==> src/psc_consts.svh <==
// Constants for the printer status and command port.
// Assumes a 40 MHz system clock; included by bare name.
`ifndef PSC_CONSTS_SVH
`define PSC_CONSTS_SVH
// ==========================================================
// Register map (byte addresses)
`define PSC_ADDR_CTRL 8'h00
`define PSC_ADDR_STAT 8'h04
`define PSC_ADDR_CMD 8'h08
`define PSC_ADDR_TIME 8'h0C
// ==========================================================
// Control bit positions
`define PSC_CTRL_POWER_OK 0
`define PSC_CTRL_RIB_EXH 1
`define PSC_CTRL_MALF 2
// ==========================================================
// Status bit positions
`define PSC_ST_CHAR_RDY 0
`define PSC_ST_CARR_RDY 1
`define PSC_ST_PAPR_RDY 2
`define PSC_ST_PAPL_RDY 3
`define PSC_ST_PRN_RDY 4
`define PSC_ST_FAULT 5
`define PSC_ST_RIB_UP 6
`define PSC_ST_RESTORE 7
// ==========================================================
// Data line fields
`define PSC_DIR_BIT 6
`define PSC_CHAR_MSB 6
`define PSC_CARR_MAX 12'h07FF
`define PSC_PAPR_MAX 12'h03FF
// ==========================================================
// Timing
`define PSC_CLK_MHZ 40
`define PSC_RESTORE_MIN_NS 500
`define PSC_RESTORE_MIN_CYC ((`PSC_RESTORE_MIN_NS * `PSC_CLK_MHZ + 999) / 1000)
`define PSC_STEP_CYC_DEF 16'h0004
`define PSC_AXI_OKAY 2'b00
`define PSC_AXI_SLVERR 2'b10
`endif

==> src/psc_pkg.sv <==
// Types for the printer status and command port.
// Assumes psc_consts.svh is compiled alongside.
package psc_pkg;
  // ==========================================================
  // Mechanism states
  typedef enum logic [2:0] {
    PSC_IDLE = 3'b000,
    PSC_WHEEL = 3'b001,
    PSC_HAMMER = 3'b010,
    PSC_RIBBON = 3'b011,
    PSC_CARR = 3'b100,
    PSC_PAPER = 3'b101,
    PSC_RESTORE = 3'b110
  } psc_state_t;
endpackage

==> src/psc_motion.sv <==
// Motion step timer: counts a move magnitude down at one step per period.
// Assumes the caller starts it only when idle.
`timescale 1ns/100ps
`default_nettype none
module psc_motion #(
  parameter int W = 12
) (
  input wire logic clk_sys_i, // System clock
  input wire logic rst_i, // Synchronous reset
  input wire logic start_i, // Load a new magnitude
  input wire logic abort_i, // Drop the move
  input wire logic [W-1:0] mag_i, // Steps to travel
  input wire logic [15:0] step_cyc_i, // Clocks per step, less one
  output logic busy_o // Move in progress
);
  logic [W-1:0] left_q;
  logic [15:0] tick_q;
  // ==========================================================
  // Step counting; a zero magnitude still takes one step period
  always_ff @(posedge clk_sys_i) begin
    if (rst_i || abort_i) begin
      left_q <= '0;
      tick_q <= '0;
      busy_o <= 1'b0;
    end else if (start_i) begin
      left_q <= mag_i;
      tick_q <= step_cyc_i;
      busy_o <= 1'b1;
    end else if (busy_o) begin
      if (tick_q > 16'h0000) begin
        tick_q <= tick_q - 16'h0001;
      end else if (left_q != '0) begin
        left_q <= left_q - W'(1);
        tick_q <= step_cyc_i;
      end else begin
        busy_o <= 1'b0;
      end
    end
  end
endmodule
`default_nettype wire

==> src/psc_port.sv <==
// Printer-side command and status port with an AXI4-Lite register file.
// Assumes strobes are synchronous, active low, and held at least 500 ns.
`timescale 1ns/100ps
`default_nettype none
`include "psc_consts.svh"
// Notes on behaviour
// - Restore aborts all work, clears faults, returns carriage leftmost.
// - Ribbon raise low lifts the ribbon up.
// - Ribbon raise high keeps the ribbon down.
// - Ribbon motion and printing never overlap; running one finishes first.
// - Fault asserts on malfunction or illegal command.
// - During fault, mechanics halt and all but restore are ignored.
// - Fault stays latched until restore or power cycle.
// - Character ready low when a print may start, high while printing.
// - Character ready held high while ribbon is exhausted.
// - Carriage ready high while carriage moves.
// - Right paper ready high while platen moves.
// - Left paper ready always high.
// - Printer ready only when selected, powered and malfunction free.
// - Printer ready high during restore.
// - Commands other than restore, and status, only act while select is low.
// - Print rotates wheel, hammer fires after all motion stops.
// - Carriage move in 1/120 inch units, direction bit high moves right.
// - Paper move in 1/48 inch units, direction bit high advances.
module psc_port (
  input wire logic clk_sys_i, // 40 MHz clock
  input wire logic rst_i, // Synchronous reset
  input wire logic select_n_i, // Printer select, low true
  input wire logic [11:0] data_i, // Command data lines
  input wire logic char_stb_n_i, // Character strobe
  input wire logic carr_stb_n_i, // Carriage strobe
  input wire logic paper_stb_n_i, // Right paper strobe
  input wire logic restore_n_i, // Restore strobe
  input wire logic ribbon_raise_n_i, // Ribbon raise, low true
  output logic char_rdy_n_o, // Character ready
  output logic carr_rdy_n_o, // Carriage ready
  output logic paper_r_rdy_n_o, // Paper right ready
  output logic paper_l_rdy_n_o, // Paper left ready
  output logic prn_rdy_n_o, // Printer ready
  output logic fault_n_o, // Fault line
  output logic ribbon_up_o, // Ribbon actuator up
  output logic carr_dir_right_o, // Carriage direction of last move
  output logic paper_dir_adv_o, // Paper direction of last move
  output logic [6:0] wheel_char_o, // Selected wheel character
  output logic hammer_o, // Hammer fire pulse
  input wire logic [7:0] s_axi_awaddr, // AXI write address
  input wire logic s_axi_awvalid, // AXI write address valid
  output logic s_axi_awready, // AXI write address ready
  input wire logic [31:0] s_axi_wdata, // AXI write data
  input wire logic [3:0] s_axi_wstrb, // AXI write strobes
  input wire logic s_axi_wvalid, // AXI write data valid
  output logic s_axi_wready, // AXI write data ready
  output logic [1:0] s_axi_bresp, // AXI write response
  output logic s_axi_bvalid, // AXI write response valid
  input wire logic s_axi_bready, // AXI write response ready
  input wire logic [7:0] s_axi_araddr, // AXI read address
  input wire logic s_axi_arvalid, // AXI read address valid
  output logic s_axi_arready, // AXI read address ready
  output logic [31:0] s_axi_rdata, // AXI read data
  output logic [1:0] s_axi_rresp, // AXI read response
  output logic s_axi_rvalid, // AXI read response valid
  input wire logic s_axi_rready // AXI read response ready
);
  psc_pkg::psc_state_t state_q;
  logic [2:0] ctrl_q;
  logic [15:0] step_cyc_q;
  logic fault_q, illegal_q, restore_q, rib_up_q;
  logic [7:0] rst_cnt_q;
  logic char_stb_q, carr_stb_q, paper_stb_q;
  logic char_go, carr_go, paper_go, restore_go;
  logic carr_busy, paper_busy, wheel_busy, selected, ribbon_want;
  logic aw_q, w_q;
  logic [7:0] awaddr_q;
  logic [31:0] wdata_q;
  logic [3:0] wstrb_q;

  // True when a strobe was high last cycle and low now
  function automatic logic fall(input logic prev, input logic now);
    return prev && !now;
  endfunction

  // ==========================================================
  // Strobe edges; restore ungated, the others gated by select and fault
  assign selected = !select_n_i;
  assign restore_go = fall(restore_q, restore_n_i);
  assign char_go = fall(char_stb_q, char_stb_n_i) && selected && !fault_q;
  assign carr_go = fall(carr_stb_q, carr_stb_n_i) && selected && !fault_q;
  assign paper_go = fall(paper_stb_q, paper_stb_n_i) && selected && !fault_q;
  assign ribbon_want = !ribbon_raise_n_i;

  always_ff @(posedge clk_sys_i) begin
    if (rst_i) begin
      char_stb_q <= 1'b1;
      carr_stb_q <= 1'b1;
      paper_stb_q <= 1'b1;
      restore_q <= 1'b1;
    end else begin
      char_stb_q <= char_stb_n_i;
      carr_stb_q <= carr_stb_n_i;
      paper_stb_q <= paper_stb_n_i;
      restore_q <= restore_n_i;
    end
  end

  // ==========================================================
  // Motion timers; fault aborts all three, restore aborts carriage and paper
  psc_motion #(.W(12)) u_carr (
    .clk_sys_i(clk_sys_i),
    .rst_i(rst_i),
    .start_i(carr_go && state_q == psc_pkg::PSC_IDLE),
    .abort_i(restore_go || fault_q),
    .mag_i(data_i & `PSC_CARR_MAX),
    .step_cyc_i(step_cyc_q),
    .busy_o(carr_busy)
  );
  psc_motion #(.W(12)) u_paper (
    .clk_sys_i(clk_sys_i),
    .rst_i(rst_i),
    .start_i(paper_go && state_q == psc_pkg::PSC_IDLE),
    .abort_i(restore_go || fault_q),
    .mag_i(data_i & `PSC_PAPR_MAX),
    .step_cyc_i(step_cyc_q),
    .busy_o(paper_busy)
  );
  psc_motion #(.W(7)) u_wheel (
    .clk_sys_i(clk_sys_i),
    .rst_i(rst_i),
    .start_i((char_go && state_q == psc_pkg::PSC_IDLE && !ctrl_q[`PSC_CTRL_RIB_EXH])
             || (restore_go && !fault_q) || (state_q == psc_pkg::PSC_RESTORE && rst_cnt_q == 8'h01)),
    .abort_i(fault_q),
    .mag_i(data_i[`PSC_CHAR_MSB:0]),
    .step_cyc_i(step_cyc_q),
    .busy_o(wheel_busy)
  );

  // ==========================================================
  // Mechanism sequencer; one activity at a time gives the ribbon interlock
  always_ff @(posedge clk_sys_i) begin
    if (rst_i) begin
      state_q <= psc_pkg::PSC_RESTORE; // Power-up runs a restore
      rst_cnt_q <= 8'(`PSC_RESTORE_MIN_CYC);
      rib_up_q <= 1'b0;
      hammer_o <= 1'b0;
      wheel_char_o <= 7'h00;
      carr_dir_right_o <= 1'b0;
      paper_dir_adv_o <= 1'b0;
    end else begin
      hammer_o <= 1'b0;
      if (restore_go) begin
        state_q <= psc_pkg::PSC_RESTORE;
        rst_cnt_q <= 8'(`PSC_RESTORE_MIN_CYC);
        carr_dir_right_o <= 1'b0;
      end else if (fault_q) begin
        state_q <= psc_pkg::PSC_IDLE;
      end else begin
        case (state_q)
          psc_pkg::PSC_IDLE: begin
            if (char_go && !ctrl_q[`PSC_CTRL_RIB_EXH]) begin
              wheel_char_o <= data_i[`PSC_CHAR_MSB:0];
              state_q <= psc_pkg::PSC_WHEEL;
            end else if (carr_go) begin
              carr_dir_right_o <= data_i[`PSC_DIR_BIT];
              state_q <= psc_pkg::PSC_CARR;
            end else if (paper_go) begin
              paper_dir_adv_o <= data_i[`PSC_DIR_BIT];
              state_q <= psc_pkg::PSC_PAPER;
            end else if (selected && ribbon_want != rib_up_q) begin
              rib_up_q <= ribbon_want;
              state_q <= psc_pkg::PSC_RIBBON;
            end
          end
          psc_pkg::PSC_WHEEL: begin
            if (!wheel_busy && !carr_busy && !paper_busy) begin
              hammer_o <= 1'b1;
              state_q <= psc_pkg::PSC_HAMMER;
            end
          end
          psc_pkg::PSC_HAMMER: state_q <= psc_pkg::PSC_IDLE;
          psc_pkg::PSC_RIBBON: state_q <= psc_pkg::PSC_IDLE;
          psc_pkg::PSC_CARR: if (!carr_busy) state_q <= psc_pkg::PSC_IDLE;
          psc_pkg::PSC_PAPER: if (!paper_busy) state_q <= psc_pkg::PSC_IDLE;
          psc_pkg::PSC_RESTORE: begin
            if (rst_cnt_q != 8'h00) begin
              rst_cnt_q <= rst_cnt_q - 8'h01;
            end else if (!wheel_busy) begin
              state_q <= psc_pkg::PSC_IDLE;
            end
          end
          default: state_q <= psc_pkg::PSC_IDLE;
        endcase
      end
    end
  end

  // ==========================================================
  // Fault latch; only restore or reset clears, a new cause wins
  always_ff @(posedge clk_sys_i) begin
    if (rst_i) begin
      fault_q <= 1'b0;
    end else if (ctrl_q[`PSC_CTRL_MALF] || illegal_q) begin
      fault_q <= 1'b1;
    end else if (restore_go) begin
      fault_q <= 1'b0;
    end
  end

  // Strobe refused because the mechanism is busy outside restore counts as illegal
  always_ff @(posedge clk_sys_i) begin
    if (rst_i) begin
      illegal_q <= 1'b0;
    end else begin
      illegal_q <= (char_go || carr_go || paper_go) && state_q != psc_pkg::PSC_IDLE
                   && state_q != psc_pkg::PSC_RESTORE && !restore_go;
    end
  end

  // ==========================================================
  // Ready lines, low true and gated by select and fault
  always_ff @(posedge clk_sys_i) begin
    if (rst_i) begin
      char_rdy_n_o <= 1'b1;
      carr_rdy_n_o <= 1'b1;
      paper_r_rdy_n_o <= 1'b1;
      prn_rdy_n_o <= 1'b1;
      fault_n_o <= 1'b1;
    end else begin
      char_rdy_n_o <= !(selected && !fault_q && state_q == psc_pkg::PSC_IDLE
                        && !ctrl_q[`PSC_CTRL_RIB_EXH]);
      carr_rdy_n_o <= !(selected && !fault_q && !carr_busy && state_q == psc_pkg::PSC_IDLE);
      paper_r_rdy_n_o <= !(selected && !fault_q && !paper_busy && state_q == psc_pkg::PSC_IDLE);
      prn_rdy_n_o <= !(selected && ctrl_q[`PSC_CTRL_POWER_OK] && !ctrl_q[`PSC_CTRL_MALF]
                       && !fault_q && state_q != psc_pkg::PSC_RESTORE);
      fault_n_o <= !(selected && fault_q);
    end
  end
  assign paper_l_rdy_n_o = 1'b1;
  assign ribbon_up_o = rib_up_q;

  // ==========================================================
  // AXI4-Lite write channel; address and data taken in any order
  assign s_axi_awready = !aw_q && !s_axi_bvalid;
  assign s_axi_wready = !w_q && !s_axi_bvalid;
  always_ff @(posedge clk_sys_i) begin
    if (rst_i) begin
      aw_q <= 1'b0;
      w_q <= 1'b0;
      awaddr_q <= 8'h00;
      wdata_q <= 32'h0000_0000;
      wstrb_q <= 4'h0;
      s_axi_bvalid <= 1'b0;
      s_axi_bresp <= `PSC_AXI_OKAY;
      ctrl_q <= 3'b001;
      step_cyc_q <= `PSC_STEP_CYC_DEF;
    end else begin
      if (s_axi_awvalid && s_axi_awready) begin
        aw_q <= 1'b1;
        awaddr_q <= s_axi_awaddr;
      end
      if (s_axi_wvalid && s_axi_wready) begin
        w_q <= 1'b1;
        wdata_q <= s_axi_wdata;
        wstrb_q <= s_axi_wstrb;
      end
      if (aw_q && w_q) begin
        aw_q <= 1'b0;
        w_q <= 1'b0;
        s_axi_bvalid <= 1'b1;
        s_axi_bresp <= `PSC_AXI_OKAY;
        case (awaddr_q)
          `PSC_ADDR_CTRL: if (wstrb_q[0]) ctrl_q <= wdata_q[2:0];
          `PSC_ADDR_TIME: begin
            if (wstrb_q[0]) step_cyc_q[7:0] <= wdata_q[7:0];
            if (wstrb_q[1]) step_cyc_q[15:8] <= wdata_q[15:8];
          end
          `PSC_ADDR_STAT, `PSC_ADDR_CMD: ;
          default: s_axi_bresp <= `PSC_AXI_SLVERR;
        endcase
      end else if (s_axi_bvalid && s_axi_bready) begin
        s_axi_bvalid <= 1'b0;
      end
    end
  end

  // ==========================================================
  // AXI4-Lite read channel; status shows the ready pins as driven and the fault latch high true
  assign s_axi_arready = !s_axi_rvalid;
  always_ff @(posedge clk_sys_i) begin
    if (rst_i) begin
      s_axi_rvalid <= 1'b0;
      s_axi_rdata <= 32'h0000_0000;
      s_axi_rresp <= `PSC_AXI_OKAY;
    end else if (s_axi_arvalid && s_axi_arready) begin
      s_axi_rvalid <= 1'b1;
      s_axi_rresp <= `PSC_AXI_OKAY;
      case (s_axi_araddr)
        `PSC_ADDR_CTRL: s_axi_rdata <= {29'h0, ctrl_q};
        `PSC_ADDR_STAT: s_axi_rdata <= {24'h0, state_q == psc_pkg::PSC_RESTORE, rib_up_q, fault_q,
                                        prn_rdy_n_o, paper_l_rdy_n_o, paper_r_rdy_n_o,
                                        carr_rdy_n_o, char_rdy_n_o};
        `PSC_ADDR_CMD: s_axi_rdata <= {20'h0, wheel_char_o, carr_dir_right_o, paper_dir_adv_o, state_q};
        `PSC_ADDR_TIME: s_axi_rdata <= {16'h0, step_cyc_q};
        default: begin
          s_axi_rdata <= 32'h0000_0000;
          s_axi_rresp <= `PSC_AXI_SLVERR;
        end
      endcase
    end else if (s_axi_rready) begin
      s_axi_rvalid <= 1'b0;
    end
  end
endmodule
`default_nettype wire

==> config.mk <==
export PLATFORM = sky130hd
export DESIGN_NAME = psc_port
export DESIGN_NICKNAME = d
export VERILOG_FILES = /design/src/psc_pkg.sv /design/src/psc_motion.sv /design/src/psc_port.sv
export VERILOG_INCLUDE_DIRS = /design/src
export SDC_FILE = /design/constraint.sdc
export NUM_CORES = 1
export LEC_CHECK = 0
export BUFFER_PORTS_ARGS = -buffer_cell sky130_fd_sc_hd__buf_2
export CORE_MARGIN = 1.5
export CORE_UTILIZATION = 45
export CTS_CLUSTER_DIAMETER = 50
export DETAILED_ROUTE_END_ITERATION = 16
export PLACE_DENSITY = 0.65
export SLEW_MARGIN = 10
export SYNTH_ARGS = -nofsm -noshare
export SYNTH_HDL_FRONTEND = slang
export SYNTH_SLANG_ARGS = --single-unit
==> constraint.sdc <==
create_clock -name clk_sys_i -period 6.42 [get_ports clk_sys_i]
set_input_delay 1.284 -clock clk_sys_i [delete_from_list [all_inputs] [get_ports clk_sys_i]]
set_output_delay 1.284 -clock clk_sys_i [all_outputs]
set_load 0.02 [all_outputs]
# Yosys cells after proc, flatten, opt, wreduce, memory -nomap -nowiden
# Index checks and enable logic that the tools add are counted.
# word_totals
register_bits,200
in_bits,77
# classes
add_sub_neg,7
order_cmp,3
eq_ne,28
muxes,57
n_bitwise,8
n_reduce_logical,118
# op_table
op,n
$mux 16,12
$pmux 16 s4,1
$gt 16x1->1 const B,3
$sub 16x1->16 const B,3
$mux 11,4
$logic_and 1x1->1,42
$mux 10,4
$eq 8x4->1 const B,4
$mux 3,10
$mux 7,4
$reduce_and 3->1,9
$reduce_bool 12->1,2
$sub 12x1->12 const B,2
$logic_not 1->1,22
$mux 1,19
$ne 3x3->1 const B,6
$reduce_and 6->1,3
$reduce_bool 2->1,9
$eq 8x3->1 const B,2
$logic_not 8->1,2
$pmux 3 s5,1
$reduce_bool 3->1,4
$reduce_or 4->1,3
$ne 2x2->1 const B,5
20 further kinds,45

# Longest topological paths before layout
# logic_depth
depth_word,10
mapped_depth,10
ltp_nobuf,8

# Hierarchy
# Synthesis repeated with hierarchy kept, for this count alone.
# unflattened
cells_unflattened,1163
area_unflattened_um2,9566.7
# by_module_without_submodules
module,n_inst,cells_per_inst,area_per_inst_um2,seq_area_each_um2
psc_port,1,496,4393.0,2001.9
psc_motion at u_carr ...,2,240,1831.8,580.6
psc_motion at u_wheel,1,187,1510.2,480.5

# Least setup slack after synthesis
# Ideal clock, no wire load.
# synth_timing
kind,input to register
from,in select_n_i
to,reg u_wheel.tick_q[3]
setup_ps,122
arrival_time_ps,3172
setup_slack_ps,3126
cell_stages,8
path_buffers,3
cell_sequence,or4b_1 -> or3_1 -> clkbuf_1 -> and3_1 -> buf_2 -> and2_1 -> buf_2 -> a221o_1
# synth_via
elab_chain_len,9
word_cells_on_any_way,11
# synth_lines
element,line_no,rtl
"start, declared",psc_port.sv:28,"input wire logic select_n_i,"
$logic_not 1->1 (*),psc_port.sv:84,assign selected = !select_n_i;
$logic_and 1x1->1 (*) (2 in series),psc_port.sv:86,"assign char_go = fall(char_stb_q, char_stb_n_i) && selected && !fault_q;"
$logic_and 1x1->1 (*) (2 in series),psc_port.sv:128,.start_i((char_go && state_q == psc_pkg::PSC_IDLE && !ctrl_q[`PSC_CTRL_RIB_EXH])
$logic_or 1x1->1 (*) (2 in series),psc_port.sv:128,
$reduce_bool 3->1 (no line) / $reduce_bool 2->1 (equally long branches),--,
$reduce_and 2->1 (no line),--,
"end signal, assigned",psc_motion.sv:27,tick_q <= step_cyc_i;
"end signal, assigned",psc_motion.sv:31,tick_q <= tick_q - 16'h0001;
"end signal, assigned",psc_motion.sv:34,tick_q <= step_cyc_i;
"end, declared",psc_motion.sv:17,logic [15:0] tick_q;
# Mark *: on every way between the ends. The rest lies on a longest branch, timed or not.
# A chain may end at the register's enable or synchronous reset.

# Worst setup path in the final report
# layout_timing
from,in select_n_i
to,reg wheel_char_o[3]
# layout_via
elab_chain_len,5
# layout_lines
element,line_no,rtl
$logic_not 1->1,psc_port.sv:84,
$logic_and 1x1->1 (2 in series),psc_port.sv:86,
$logic_and 1x1->1,psc_port.sv:158,if (char_go && !ctrl_q[`PSC_CTRL_RIB_EXH]) begin
$reduce_and 4->1 (no line),--,
"end signal, assigned",psc_port.sv:159,wheel_char_o <= data_i[`PSC_CHAR_MSB:0];
"end, declared",psc_port.sv:44,"output logic [6:0] wheel_char_o,"
# Every way passes these cells.

==> out/qor.yml <==
crit_end: "wheel_char_o[3]"
path_class: "primary input to flop"
required_ns: 6.70
root_buffer: "clkbuf_16"
finalCritPeriodShare: 0.514
cts_buffers: 17
drc_errors: 0
period_minus_slack_ns: 3.30
synth_area_per_cell_sq_um: 8.25
grt_pass1_wl_um: 39400
hold_buffers: 0
worst_pin_slew_ns: 1.04
synth_edf_count: 0
syn_area_sq_mm: 0.00898
netlist_instances: 1088
antenna_found_initial: 0
first_pass_iters: 5
grt_usage: 0.244
finalSetupTns_ns: 0
worst_slack_ns: 3.12
drv_cap: 0
min_path_type: "flop to flop"
hold_violations: 0
async_flop_share: 0
maxClockFrequency_mhz: 303
final_common_cell: "dfxtp_1"
port_buffers: 96
grt_overflow: 0
antenna_cells: 0
grt_pass1_vias: 7349
drive_gt1_frac: 0.143
worst-r2r-setup-slack_ns: 3.37
die_y_um: 144
wl_per_cell_um: 17.4
peakVddDrop_v: 0.000202
synth_area_leader_cell: "dfxtp_1"
ys_ff_latch: 182
critPathArrivalTime_ns: 3.58
drt_iter0_drc: 812
cp-start-kind: "primary input"
vias: 8207
postCtsSetupBuffers: 0
path_clk_slew_ns: 0.07
slew_viol_final: 0
routed_wl_um: 25000
yosysWarnings: 0
vias_per_cell: 5.72
total_leakage_power_nw: 3.96
rsz0062_at_grt: "no"
fin_nets: 1247
cp_slowest_cell: "nor3_2"
worst_path_largest_cell_delay_ns: 0.79
clock-skew-final_ns: 0.0122
cp_max_fo: 7
die_w_um: 144
cts_num_sinks: 182
ff2ff_path_depth: 8
ys_seq_area_frac: 0.406
ys.flop_type: "dfxtp_1"
htreeDepth: 4
io_pins: 135
setup_viol: 0
row_count: 51
ctsResizeCount: 0
cp_num_cells: 6
crit_start: "select_n_i"
layout_common_cells: "182 x dfxtp_1, 130 x nor2_1, 123 x nand2_1"
ys_types: 71
core-area_sq_mm: 0.0195
cp_num_buf_inv: 1
synth_top_area_share: 0.406
cts_tree: "built"
start_util: 0.460
finalPower_mw: 2.73
clk_latency_ns: 0.43
dp_hpwl_um: 17400
status: "finished clean"
power_density_mw_per_mm2: 270
critPathTopFamily: "simple AND/OR/NAND/NOR gates"
reg2reg_to: "u_paper.tick_q[2]"
r2r_start: "u_paper.tick_q[0]"
area_delta_synth_final_pct: 12.7
cp_cell_sequence: "buf_2, or4b_1, or3_1, nor3_2, mux2i_1, nor2_1"
gp_congestion: 0.946
grt_max_degree: 83
cp-end-kind: "flop"
cts_buffer_depth: 2
yosys-top-cells-area: "dfxtp_1 41%, a21oi_1 5.6%, nor2_1 5.4%"
die-area_sq_mm: 0.0208
place_worst_setup_slack_ns: 2.72
detail-route-antenna-nets: 0
relSlewSlack: 0.304
[tightest hold or removal path: stages, from the launching register on]
cell and delay [ns]:
dfxtp_1 0.31, nand2_1 0.05, a21oi_1 0.05
[kinds of logic after synthesis]
family / share of synthesized area
buf+inv: 0.0480
xor+xnor: 0.0351
compound gates: 0.188
mux: 0.0578
fa+ha+maj: 0.0167
flops: 0.406
simple gates: 0.248
other cells: 0.000837
[sequential cells by signal (all words and copies together), names as in the netlist, 3 cells and up]
| name | flops |
|---|---|
| state_q | 3 |
| u_paper.left_q | 12 |
| wheel_char_o | 7 |
| rst_cnt_q | 8 |
| awaddr_q | 8 |
| s_axi_rdata | 16 |
| u_carr.left_q | 12 |
| u_paper.tick_q | 16 |
| u_wheel.left_q | 7 |
| step_cyc_q | 16 |
| u_carr.tick_q | 16 |
| wdata_q | 16 |
| ctrl_q | 3 |
| u_wheel.tick_q | 16 |
[worst min path at each step]
| stage | start | to | slack, ns | cells after the start |
|---|---|---|---|---|
| after floorplan | ctrl_q[0] | prn_rdy_n_o | 0.38 | 1 |
| after global placement | illegal_q | fault_q | 0.43 | 2 |
| after detailed placement | ctrl_q[0] | prn_rdy_n_o | 0.44 | 1 |
| after CTS | ctrl_q[0] | prn_rdy_n_o | 0.45 | 1 |
| after global routing | ctrl_q[0] | prn_rdy_n_o | 0.47 | 1 |
| final | awaddr_q[1] | awaddr_q[1] | 0.45 | 2 |
[power breakdown]
part	total (mW)	internal [mW]	leakage [nW]	switching, mW
Clock	1.02	0.531	0.274	0.486
Combinational	0.489	0.174	2.21	0.314
Sequential	1.22	1.18	1.48	0.0473
Total	2.73	1.88	3.96	0.847
[synth_stat cells (19+ instances only)]
master    number
a21oi_1      100
buf_4         19
clkbuf_1      44
dfxtp_1      182
inv_1         23
mux2i_1       35
nand2_1      123
nand3_1       26
nor2_1       130
nor3_1        30
nor4_1        22
o21ai_0       69
xor2_1        21
[metal layers]
| metal | GRT usage | up-vias | wire length (um) |
|---|---|---|---|
| met4 | 0.0766 | 0 | 554 |
| met5 | 0 | - | 0 |
| met3 | 0.0533 | 41 | 1680 |
| met1 | 0.337 | 3829 | 11500 |
| met2 | 0.381 | 282 | 11300 |
| li1 | - | 4055 | - |
[metrics by stage]
stage / instances / hold WS, ns / utilization / instance area, sq um
6_report: 1436 / 0.455 / 0.518 / 10100
5_1_grt: 1436 / 0.470 / 0.518 / 10100
4_1_cts: 1436 / 0.453 / 0.518 / 10100
3_5_place_dp: 1404 / 0.439 / 0.489 / 9550
3_3_place_gp: 1404 / 0.427 / 0.489 / 9550
2_1_floorplan: 1105 / 0.381 / - / 9040
[final cells by class]
class	count	area [sq um]
Fill cell	1946	9410
Multi-Input combinational cell	832	4970
Sequential cell	182	3640
Timing Repair Buffer	102	526
Clock buffer	20	457
Tap cell	265	332
Clock inverter	12	106
Inverter	23	86.3
Note: power is estimated with default switching activity, not from simulation.
